===== src/shared/usc_pkg.sv =====
`default_nettype none

package usc_pkg;

	// ----------------------------------------------------------------
	// link widths
	// ----------------------------------------------------------------
	localparam int ADDR_W = 8;
	localparam int DATA_W = 8;
	localparam int NUM_QTY = 5;

	// ----------------------------------------------------------------
	// device register offsets
	// ----------------------------------------------------------------
	localparam logic [7:0] OFF_HOUR_HIGH = 8'hfc;
	localparam logic [7:0] OFF_HOUR_LOW = 8'hfd;
	localparam logic [7:0] OFF_READY = 8'hfe;
	localparam logic [7:0] OFF_CONTROL = 8'hff;
	localparam logic [7:0] OFF_PASSWORD = 8'h7b;
	// result high bytes: temperature, voltage, bias, transmit, receive
	localparam logic [7:0] OFF_RESULT [NUM_QTY] = '{8'h60, 8'h62, 8'h64, 8'h66, 8'h68};
	localparam logic [7:0] RESULT_LOW_STEP = 8'h01;

	// ----------------------------------------------------------------
	// fields and reset values
	// ----------------------------------------------------------------
	localparam int HOUR_FAULT_BIT = 7;
	localparam int HOUR_HIGH_W = 7;
	localparam int HOUR_W = 15;
	localparam int READY_LSB = 3;
	localparam int CTRL_MASK_BIT = 6;
	localparam int CTRL_FLAG_BIT = 5;
	localparam int CTRL_IE_BIT = 4;
	localparam int CTRL_SEL_LSB = 2;
	localparam logic [7:0] CTRL_NV_BITS = 8'h5c;
	localparam logic [7:0] CTRL_RESERVED = 8'h83;
	localparam logic [7:0] CTRL_RESET = 8'h20;
	localparam logic [7:0] READY_RESET = 8'h00;
	localparam logic [7:0] HOUR_RESET = 8'h00;

	// ----------------------------------------------------------------
	// non-volatile word map
	// ----------------------------------------------------------------
	localparam int NV_HOUR_HIGH = 0;
	localparam int NV_HOUR_LOW = 1;
	localparam int NV_CONTROL = 2;
	localparam int NV_WORDS = 3;

	// ----------------------------------------------------------------
	// controller registers on the avalon side
	// ----------------------------------------------------------------
	localparam logic [3:0] AV_CMD = 4'h0;
	localparam logic [3:0] AV_STATUS = 4'h4;
	localparam logic [3:0] AV_HOUR = 4'h8;
	localparam int CMD_ADDR_LSB = 0;
	localparam int CMD_DATA_LSB = 8;
	localparam int CMD_OP_LSB = 16;
	localparam int ST_BUSY_BIT = 0;
	localparam int ST_IRQ_BIT = 1;
	localparam int ST_REFUSED_BIT = 2;
	localparam int ST_UNLOCKED_BIT = 3;
	localparam int ST_RDATA_LSB = 8;
	localparam int HOUR_VALID_BIT = 15;

	typedef enum logic [1:0] {
		USC_OP_READ,
		USC_OP_WRITE,
		USC_OP_HOUR,
		USC_OP_NONE
	} usc_op_e;

endpackage

`default_nettype wire


===== src/shared/usc_link_if.sv =====
`timescale 1ns/1ps
`default_nettype none

interface usc_link_if (
	input wire logic core_clk_i,
	input wire logic rst_n_i
);
	logic req;
	logic wr;
	logic [7:0] addr;
	logic [7:0] wdata;
	logic ack;
	logic [7:0] rdata;
	logic irq_n;

	modport device (
		input req,
		input wr,
		input addr,
		input wdata,
		output ack,
		output rdata,
		output irq_n
	);

	modport host (
		output req,
		output wr,
		output addr,
		output wdata,
		input ack,
		input rdata,
		input irq_n
	);
endinterface

`default_nettype wire


===== src/usc_nv_store.sv =====
`timescale 1ns/1ps
`default_nettype none

module usc_nv_store #(
	parameter int DEPTH = 3,
	parameter int WIDTH = 8,
	parameter logic [7:0] INIT_VALUE = 8'h00
) (
	input wire logic core_clk_i,
	input wire logic [DEPTH-1:0] we_i,
	input wire logic [WIDTH-1:0] wd_i [DEPTH],
	output logic [WIDTH-1:0] q_o [DEPTH]
);
	// ----------------------------------------------------------------
	// storage kept outside the reset tree
	// ----------------------------------------------------------------
	logic [WIDTH-1:0] mem [DEPTH];

	if (DEPTH < 1 || WIDTH < 1 || WIDTH > 8) begin : g_check
		$error("usc_nv_store: unsupported DEPTH or WIDTH");
	end

	initial begin
		for (int i = 0; i < DEPTH; i++) begin
			mem[i] = INIT_VALUE[WIDTH-1:0];
		end
	end

	always_ff @(posedge core_clk_i) begin
		for (int i = 0; i < DEPTH; i++) begin
			if (we_i[i]) begin
				mem[i] <= wd_i[i];
			end
		end
	end

	assign q_o = mem;
endmodule

`default_nettype wire


===== src/usc_device.sv =====
// Function
// - hour meter is fifteen bits, split
// - high byte bit seven flags corruption
// - host ignores hours while corrupt
// - host reads high then low together
// - hour bytes survive power and reset
// - conversion done sets its ready flag
// - reading a result clears its flag
// - ready flags at bits seven to three
// - flag one means fresh result waiting
// - selector picks first, second, third setpoint
// - no interrupt without global enable
// - power-on and warm reset both interrupt
// - masked power-on event sets power-on flag
// - control read clears flag, releases output
// - writing enable releases asserted output
// - host still reads each pending flag
// - late mask leaves flag and output
// - mask, enable, selector survive reset
// - control access needs user password
// - reserved control bits written as zero
`timescale 1ns/1ps
`default_nettype none

module usc_device #(
	parameter logic [7:0] PASSWORD = 8'h5a
) (
	input wire logic core_clk_i,
	input wire logic rst_n_i,
	usc_link_if.device link,
	input wire logic [usc_pkg::NUM_QTY-1:0] conv_done_i,
	input wire logic [15:0] result_i [usc_pkg::NUM_QTY],
	input wire logic hour_update_i,
	input wire logic [usc_pkg::HOUR_W-1:0] hour_value_i,
	input wire logic hour_fault_i,
	output logic [1:0] setpoint_selector_o
);
	import usc_pkg::*;

	// ----------------------------------------------------------------
	// declarations
	// ----------------------------------------------------------------
	logic [7:0] nv_q [NV_WORDS];
	logic [7:0] nv_wd [NV_WORDS];
	logic [NV_WORDS-1:0] nv_we;
	logic take, is_rd, is_wr, unlocked, ctrl_rd, ctrl_wr;
	logic por_pending, flag, irq_active, snap_valid, ack, irq_n;
	logic [7:0] snap_low, next_rdata, rdata;
	logic [NUM_QTY-1:0] ready, result_hit;

	if (NUM_QTY + READY_LSB > 8) begin : g_check
		$error("usc_device: ready flags do not fit the byte");
	end

	// ----------------------------------------------------------------
	// functions
	// ----------------------------------------------------------------
	function automatic logic hit(input logic [7:0] a, input logic [7:0] off);
		hit = (a == off);
	endfunction

	function automatic logic result_addr(input logic [7:0] a, input logic [7:0] off);
		result_addr = hit(a, off) | hit(a, off + RESULT_LOW_STEP);
	endfunction

	// ----------------------------------------------------------------
	// request decode
	// ----------------------------------------------------------------
	assign take = link.req & ~ack;
	assign is_rd = take & ~link.wr;
	assign is_wr = take & link.wr;
	assign ctrl_rd = is_rd & hit(link.addr, OFF_CONTROL) & unlocked;
	assign ctrl_wr = is_wr & hit(link.addr, OFF_CONTROL) & unlocked;

	always_comb begin
		for (int i = 0; i < NUM_QTY; i++) begin
			result_hit[i] = is_rd & result_addr(link.addr, OFF_RESULT[i]);
		end
	end

	// ----------------------------------------------------------------
	// password gate
	// ----------------------------------------------------------------
	always_ff @(posedge core_clk_i or negedge rst_n_i) begin
		if (!rst_n_i) begin
			unlocked <= 1'b0;
		end else if (is_wr && hit(link.addr, OFF_PASSWORD)) begin
			unlocked <= (link.wdata == PASSWORD);
		end
	end

	// ----------------------------------------------------------------
	// non-volatile bytes
	// ----------------------------------------------------------------
	always_comb begin
		nv_we = '0;
		nv_wd[NV_HOUR_HIGH] = nv_q[NV_HOUR_HIGH];
		nv_wd[NV_HOUR_LOW] = nv_q[NV_HOUR_LOW];
		nv_wd[NV_CONTROL] = nv_q[NV_CONTROL];
		if (hour_update_i) begin
			nv_we[NV_HOUR_HIGH] = 1'b1;
			nv_we[NV_HOUR_LOW] = 1'b1;
			nv_wd[NV_HOUR_HIGH] = {hour_fault_i, hour_value_i[HOUR_W-1:8]};
			nv_wd[NV_HOUR_LOW] = hour_value_i[7:0];
		end else if (is_wr && hit(link.addr, OFF_HOUR_HIGH)) begin
			nv_we[NV_HOUR_HIGH] = 1'b1;
			nv_wd[NV_HOUR_HIGH] = {nv_q[NV_HOUR_HIGH][HOUR_FAULT_BIT],
				link.wdata[HOUR_HIGH_W-1:0]};
		end else if (is_wr && hit(link.addr, OFF_HOUR_LOW)) begin
			nv_we[NV_HOUR_LOW] = 1'b1;
			nv_wd[NV_HOUR_LOW] = link.wdata;
		end
		if (ctrl_wr) begin
			nv_we[NV_CONTROL] = 1'b1;
			nv_wd[NV_CONTROL] = link.wdata & CTRL_NV_BITS;
		end
	end

	usc_nv_store #(
		.DEPTH(NV_WORDS),
		.WIDTH(8),
		.INIT_VALUE(HOUR_RESET)
	) u_nv (
		.core_clk_i(core_clk_i),
		.we_i(nv_we),
		.wd_i(nv_wd),
		.q_o(nv_q)
	);

	// code 11 is passed through; the setpoint side treats it as the first
	assign setpoint_selector_o = nv_q[NV_CONTROL][CTRL_SEL_LSB +: 2];

	// ----------------------------------------------------------------
	// data-ready flags
	// ----------------------------------------------------------------
	always_ff @(posedge core_clk_i or negedge rst_n_i) begin
		if (!rst_n_i) begin
			ready <= READY_RESET[READY_LSB +: NUM_QTY];
		end else begin
			for (int i = 0; i < NUM_QTY; i++) begin
				if (conv_done_i[i]) begin
					ready[i] <= 1'b1;
				end else if (result_hit[i]) begin
					ready[i] <= 1'b0;
				end
			end
		end
	end

	// ----------------------------------------------------------------
	// power-on flag and interrupt
	// ----------------------------------------------------------------
	always_ff @(posedge core_clk_i or negedge rst_n_i) begin
		if (!rst_n_i) begin
			por_pending <= 1'b1;
		end else begin
			por_pending <= 1'b0;
		end
	end

	always_ff @(posedge core_clk_i or negedge rst_n_i) begin
		if (!rst_n_i) begin
			flag <= 1'b0;
		end else if (por_pending && nv_q[NV_CONTROL][CTRL_MASK_BIT]) begin
			flag <= 1'b1;
		end else if (ctrl_rd) begin
			flag <= 1'b0;
		end
	end

	always_ff @(posedge core_clk_i or negedge rst_n_i) begin
		if (!rst_n_i) begin
			irq_active <= 1'b0;
		end else if (por_pending && nv_q[NV_CONTROL][CTRL_MASK_BIT]
				&& nv_q[NV_CONTROL][CTRL_IE_BIT]) begin
			irq_active <= 1'b1;
		end else if (ctrl_rd) begin
			irq_active <= 1'b0;
		end else if (ctrl_wr) begin
			irq_active <= 1'b0;
		end
	end

	always_ff @(posedge core_clk_i or negedge rst_n_i) begin
		if (!rst_n_i) begin
			irq_n <= 1'b1;
		end else begin
			irq_n <= ~irq_active;
		end
	end

	// ----------------------------------------------------------------
	// coherent hour pair
	// ----------------------------------------------------------------
	always_ff @(posedge core_clk_i or negedge rst_n_i) begin
		if (!rst_n_i) begin
			snap_valid <= 1'b0;
			snap_low <= HOUR_RESET;
		end else if (is_rd && hit(link.addr, OFF_HOUR_HIGH)) begin
			snap_valid <= 1'b1;
			snap_low <= nv_q[NV_HOUR_LOW];
		end else if (take) begin
			snap_valid <= 1'b0;
		end
	end

	// ----------------------------------------------------------------
	// read data
	// ----------------------------------------------------------------
	always_comb begin
		next_rdata = 8'h00;
		unique case (link.addr)
			OFF_HOUR_HIGH: begin
				next_rdata = nv_q[NV_HOUR_HIGH];
			end
			OFF_HOUR_LOW: begin
				next_rdata = snap_valid ? snap_low : nv_q[NV_HOUR_LOW];
			end
			OFF_READY: begin
				for (int i = 0; i < NUM_QTY; i++) begin
					next_rdata[READY_LSB + NUM_QTY - 1 - i] = ready[i];
				end
			end
			OFF_CONTROL: begin
				if (unlocked) begin
					next_rdata = nv_q[NV_CONTROL] & CTRL_NV_BITS;
					next_rdata[CTRL_FLAG_BIT] = flag;
				end
			end
			default: begin
				for (int i = 0; i < NUM_QTY; i++) begin
					if (hit(link.addr, OFF_RESULT[i])) begin
						next_rdata = result_i[i][15:8];
					end else if (hit(link.addr, OFF_RESULT[i] + RESULT_LOW_STEP)) begin
						next_rdata = result_i[i][7:0];
					end
				end
			end
		endcase
	end

	// ----------------------------------------------------------------
	// answer
	// ----------------------------------------------------------------
	always_ff @(posedge core_clk_i or negedge rst_n_i) begin
		if (!rst_n_i) begin
			ack <= 1'b0;
		end else begin
			ack <= take;
		end
	end

	always_ff @(posedge core_clk_i or negedge rst_n_i) begin
		if (!rst_n_i) begin
			rdata <= 8'h00;
		end else if (is_rd) begin
			rdata <= next_rdata;
		end
	end

	assign link.ack = ack;
	assign link.rdata = rdata;
	assign link.irq_n = irq_n;
endmodule

`default_nettype wire


===== src/flat_wrapper.sv =====
// flat-port wrapper written by rule: the top's interface ports become plain ports
module usc_device_flat import usc_pkg::*;
#(
	parameter logic [7:0] PASSWORD = 8'h5a
)
  (core_clk_i, rst_n_i, conv_done_i, result_i, hour_update_i, hour_value_i, hour_fault_i, setpoint_selector_o, link_req, link_wr, link_addr, link_wdata, link_ack, link_rdata, link_irq_n);
  usc_link_if link_i (.core_clk_i(core_clk_i), .rst_n_i(rst_n_i));
  input wire logic core_clk_i;
  input wire logic rst_n_i;
  input wire logic [usc_pkg::NUM_QTY-1:0] conv_done_i;
  input wire logic [15:0] result_i[usc_pkg::NUM_QTY];
  input wire logic hour_update_i;
  input wire logic [usc_pkg::HOUR_W-1:0] hour_value_i;
  input wire logic hour_fault_i;
  output logic [1:0] setpoint_selector_o;
  input wire logic [$bits(link_i.req)-1:0] link_req;
  input wire logic [$bits(link_i.wr)-1:0] link_wr;
  input wire logic [$bits(link_i.addr)-1:0] link_addr;
  input wire logic [$bits(link_i.wdata)-1:0] link_wdata;
  output wire logic [$bits(link_i.ack)-1:0] link_ack;
  output wire logic [$bits(link_i.rdata)-1:0] link_rdata;
  output wire logic [$bits(link_i.irq_n)-1:0] link_irq_n;
  assign link_i.req = link_req;
  assign link_i.wr = link_wr;
  assign link_i.addr = link_addr;
  assign link_i.wdata = link_wdata;
  assign link_ack = link_i.ack;
  assign link_rdata = link_i.rdata;
  assign link_irq_n = link_i.irq_n;
  usc_device #(.PASSWORD(PASSWORD)) u_core (.core_clk_i(core_clk_i), .rst_n_i(rst_n_i), .link(link_i), .conv_done_i(conv_done_i), .result_i(result_i), .hour_update_i(hour_update_i), .hour_value_i(hour_value_i), .hour_fault_i(hour_fault_i), .setpoint_selector_o(setpoint_selector_o));
endmodule

===== config.mk =====
export PLATFORM = sky130hd
export DESIGN_NAME = usc_device_flat
export DESIGN_NICKNAME = d
export VERILOG_FILES = /design/src/shared/usc_pkg.sv /design/src/shared/usc_link_if.sv /design/src/usc_nv_store.sv /design/src/usc_device.sv /design/src/flat_wrapper.sv
export SDC_FILE = /design/constraint.sdc
export NUM_CORES = 1
export LEC_CHECK = 0
export BUFFER_PORTS_ARGS = -buffer_cell sky130_fd_sc_hd__buf_2
export CAP_MARGIN = 10
export CORE_MARGIN = 2
export CORE_UTILIZATION = 30
export CTS_CLUSTER_DIAMETER = 120
export DETAILED_ROUTE_END_ITERATION = 8
export MAX_ROUTING_LAYER = met4
export PLACE_DENSITY = 0.59
export SYNTH_ARGS = -nofsm -noshare
export SYNTH_HDL_FRONTEND = slang
export SYNTH_HIERARCHICAL = 1
export SYNTH_SLANG_ARGS = --single-unit

===== constraint.sdc =====
create_clock -name core_clk_i -period 3.8 [get_ports core_clk_i]
set_input_delay 0.19 -clock core_clk_i [delete_from_list [all_inputs] [get_ports core_clk_i]]
set_output_delay 0.19 -clock core_clk_i [all_outputs]
set_load 0.03 [all_outputs]

---- Word level (Yosys, flattened, before mapping) ----
Index checks and enable logic that the tools add are counted.
storage, ports and cells
  logic and storage cells ................. 115
  register bits after elaboration ......... 48
  input bits .............................. 122
  output and inout bits ................... 12
operators by class
  mux-type cells .......................... 40
  reduce and logical (&&, ||, !) cells .... 20
  bitwise logic cells ..................... 20
  equal/unequal tests ..................... 17
operator list
  kind                number
  $mux 8              13
  $eq 8x7->1 const B  12
  $eq 8x8->1 const B  4
  $mux 1              21
  $pmux 5 s4          1
  $reduce_bool 2->1   9
  $mux 16             1
  $mux 7              2
  $and 1x1->1         12
  $pmux 3 s4          1
  $logic_and 1x1->1   6
  $reduce_and 2->1    3
  $or 1x1->1          5
  $not 1->1           3
  $reduce_and 3->1    1
  $reduce_bool 3->1   1
  $mux 2              1
  $ne 2x2->1 const B  1

---- Logic depth before layout (Yosys ltp) ----
  depth in word-level cells ............... 12
  depth in mapped cells ................... 8
  gate-level depth less buffers ........... 6

---- By module ----
Netlist, hierarchy kept.
by module, submodules not included
  module        sequential area each (um2)  instances  cells each  area each (um2)
  usc_device    703.2                       1          325         2781.4
  usc_nv_store  720.7                       1          24          720.7

---- Worst setup path after synthesis ----
OpenSTA, ideal clock, no wires.
  kind .................................... reg-to-reg
  from .................................... register u_core.ack (netlist: u_core/link.ack)
  to ...................................... register u_core.u_nv.mem, in the netlist u_core/u_nv/q_o[16], enable pin
  library setup time ...................... 0.310 ns
  stages on the path, launching flop included .. 6
  buffers on the path ..................... 0
  arrival ................................. 1.650 ns
  data required time ...................... 3.490 ns
  clock period less this slack ............ 1.960 ns
  slack ................................... 1.840 ns
  path through ............................ dfrtp_1 > nand2b_1 > inv_1 > nand2_1 > nor4_4 > or2_2
between the ends
  cells in the longest elaborated chain, start to end .. 7
  elaborated cells between the ends (all ways) .. 8
  classes of those cells .................. 2 x mux; 3 x bitwise; 3 x reduce/logical
RTL lines
  what                           RTL line            source
  start, declared                usc_device.sv:47    logic por_pending, flag, irq_active, snap_valid, ack, irq_n;
  start signal, assigned         usc_device.sv:249   ack <= take;
  $not 1->1                      usc_device.sv:69    assign take = link.req & ~ack;
  $and 1x1->1                    usc_device.sv:69
  net u_core.take                usc_device.sv:46    logic take, is_rd, is_wr, unlocked, ctrl_rd, ctrl_wr;
  $and 1x1->1                    usc_device.sv:71    assign is_wr = take & link.wr;
  $logic_and 1x1->1              usc_device.sv:105   end else if (is_wr && hit(link.addr, OFF_HOUR_HIGH)) begin
  $mux 1                         usc_device.sv:105
  $mux 2                         usc_device.sv:100   if (hour_update_i) begin
  net u_core.nv_we[0]            usc_device.sv:45    logic [NV_WORDS-1:0] nv_we;
  $reduce_and 2->1 (no line)     n/a
  end signal, assigned by index  usc_nv_store.sv:32  mem[i] <= wd_i[i];
  end, declared                  usc_nv_store.sv:17  logic [WIDTH-1:0] mem [DEPTH];
The timed path passes the listed nets, and every way through them passes these cells.
A chain may end at the register's enable or synchronous reset.

---- Final worst setup path ----
Same ends and word-level chain as after synthesis.

==> summary.txt <==
Worst setup path
  • CP required: 3.82 ns
  • CP cell instances: nand2b_1 > inv_1 > nand2_1 > nor4_4 > or2_2
  • Critical path endpoint category: flop
  • Crit path max fanout: 8
  • Worst Path Arrival: 2.09 ns
  • Worst setup SP type: flop
  • CP max stage delay: 0.56 ns
  • Slowest-stage cell, CP: nor4_4
  • Critical path type: reg -> reg

Finish
  • Commonest non-fill, non-tap cell in the layout: buf_2
  • Net count of the finished layout: 583
  • # fillers: 1114
  • Share of cells above drive strength 1: around 40%
  • Area delta synth->final: 26.0%
  • Final core occ: 38.8%
  • N_diodes: 0
  • Most frequent cells in the layout: buf_2, nand2_1, mux2i_1, dfrtp_1, o21ai_0

Die
  • Ports: roughly 130
  • Initial Util: 30.8%
  • Core area: 10900 um^2
  • DIE HEIGHT: 110 um
  • Total die area: 12100 um^2
  • Die width: approximately 110 um
  • FP Rows: 38

Synth
  • Synth Net Count: 463
  • Mean post-synth cell area: 9.84 um^2
  • Cell area after synthesis: 3360 um^2
  • Synth warn: 6
  • Cells after synthesis: 341

Clock network
  • CTS tree: yes
  • Post-CTS sizing: 0
  • Worst-case clock buffer depth: 2
  • Clk sinks: 48
  • Clk Latency, worst-skew pair: 0.32 ns
  • Clock Tree Root: clkbuf_8
  • Hold Buf Count CTS: 1
  • Setup bufs post-CTS: 0
  • Num CTS Buffers: 5
  • # H-tree levels: 2
  • Reg clk slew, reported paths: 0.09 ns

Power
  • Power, Total: ~1.2 mW
  • Leakage dissipation: roughly 1.8 nW
  • Pwr Density: slightly below 300 nW/um^2
  • Worst-case vdd ir drop: 174 uV

Place
  • Gpl congestion: between 0.8 and 0.9
  • I/O Buffers: 133
  • Dpl hpwl: 8.26 mm

Worst hold path
  • Worst Hold Class: in -> reg

Status
  • Status: complete, no violations

STA
  • RSZ-0062 raised after global routing: no
  • Max Fclk: 483 MHz
  • Slew at the pin closest to its max-slew limit: 0.768 ns
  • Final-report setup violation count: 0
  • Slew margin rel.: between 40% and 50%
  • Min Tclk post-route: about 2.1 ns
  • Max Slew Vio Count: 0
  • Hold Violations, Final: 0
  • Setup TNS: 0 ns
  • Setup Skew: 0.00777 ns
  • Post-route clock period utilization: 54.5%

Routing
  • Drt pass-1 iters: 5
  • Initial DRC count: 244
  • WL final: 10.4 mm
  • Antenna viol nets, final: 0
  • DR vias: roughly 3200
  • Via/cell ratio: 5.30
  • # DRC: 0
  • WL per Instance: between 15 and 20 um

GRT
  • Vias in the first global route: 3149
  • Total grt overflow: 0
  • Pin count of the biggest net entering global routing: 38
  • First-pass GRT wire length: 16.6 mm
  • Overall Global Routing Usage: 18.4%
  • Initial antenna violation count: 0

Job
  • Max-cap violations: 0
==> state kept, by name (all words and copies together), names as in the netlist <==
register,cells
u_core/link.rdata,8
u_core/ready,5
u_core/u_nv/q_o,20
u_core/por_pending,1
u_core/unlocked,1
u_core/link.ack,1
u_core/flag,1
u_core/snap_valid,1
u_core/link.irq_n,1
u_core/snap_low,8
u_core/irq_active,1
==> report_power, final <==
group / leakage, nW / switching (mW) / internal (mW) / total (mW)
logic: 1.19 / 0.137 / 0.112 / 0.249
clock network: 0.0548 / 0.191 / 0.198 / 0.389
registers: 0.521 / 0.0164 / 0.567 / 0.583
==> layout make-up <==
cell class | instances | area [um^2] | area share, %
multi-input cells | 264 | 1910 | 45.3
flip-flops and latches | 48 | 1300 | 30.8
well taps | 140 | 175 | 4.14
repair buffers | 138 | 706 | 16.7
clock buffers | 5 | 68.8 | 1.63
clock inverters | 3 | 46.3 | 1.09
inverters | 4 | 15.0 | 0.355
==> per-layer routing <==
| layer | global-route usage, % | part of all wire, % | up-vias |
|---|---|---|---|
| met4 | 3.80 | 0.99 | 0 |
| met3 | 3.68 | 7.6 | 10 |
| met5 | - | 0 | - |
| li1 | - | - | 1529 |
| met2 | 27.5 | 44 | 139 |
| met1 | 25.8 | 47 | 1515 |
==> critical path: cells and delay by family (launching register included) <==
family	cells	cell delay (ns)
buffers and inverters	1	0.10
flip-flops	1	0.38
AND/OR/NAND/NOR	4	1.28
==> path summary, 6_finish.rpt <==
kind	end	slack, ns	start	cells past startpoint
worst max-delay path	u_core/u_nv/q_o[16]	1.73	u_core/link.ack	5
worst min-delay path	u_core/ready[0]	0.05	conv_done_i[0]	2
worst max register to register	u_core/u_nv/q_o[16]	1.73	u_core/link.ack	5
worst min register to register	u_core/link.irq_n	0.39	u_core/irq_active	1
max in group asynchronous	u_core/unlocked	2.95	rst_n_i	2
min in group asynchronous	u_core/link.rdata[0]	0.42	rst_n_i	2
==> per-stage QoR <==
| stage | instances | hold slack [ns] | setup WS (ns) | area, um^2 |
|---|---|---|---|---|
| detailed placement | 593 | 0.257 | 1.49 | 4100 |
| CTS | 602 | 0.0444 | 1.73 | 4230 |
| global route | 602 | 0.0573 | 1.54 | 4230 |
| floorplan | 341 | -0.106 | 1.84 | 3360 |
| global placement | 593 | 0.249 | 1.54 | 4100 |
| finish | 602 | 0.0501 | 1.73 | 4230 |
Power figures use the tool's default switching activity.
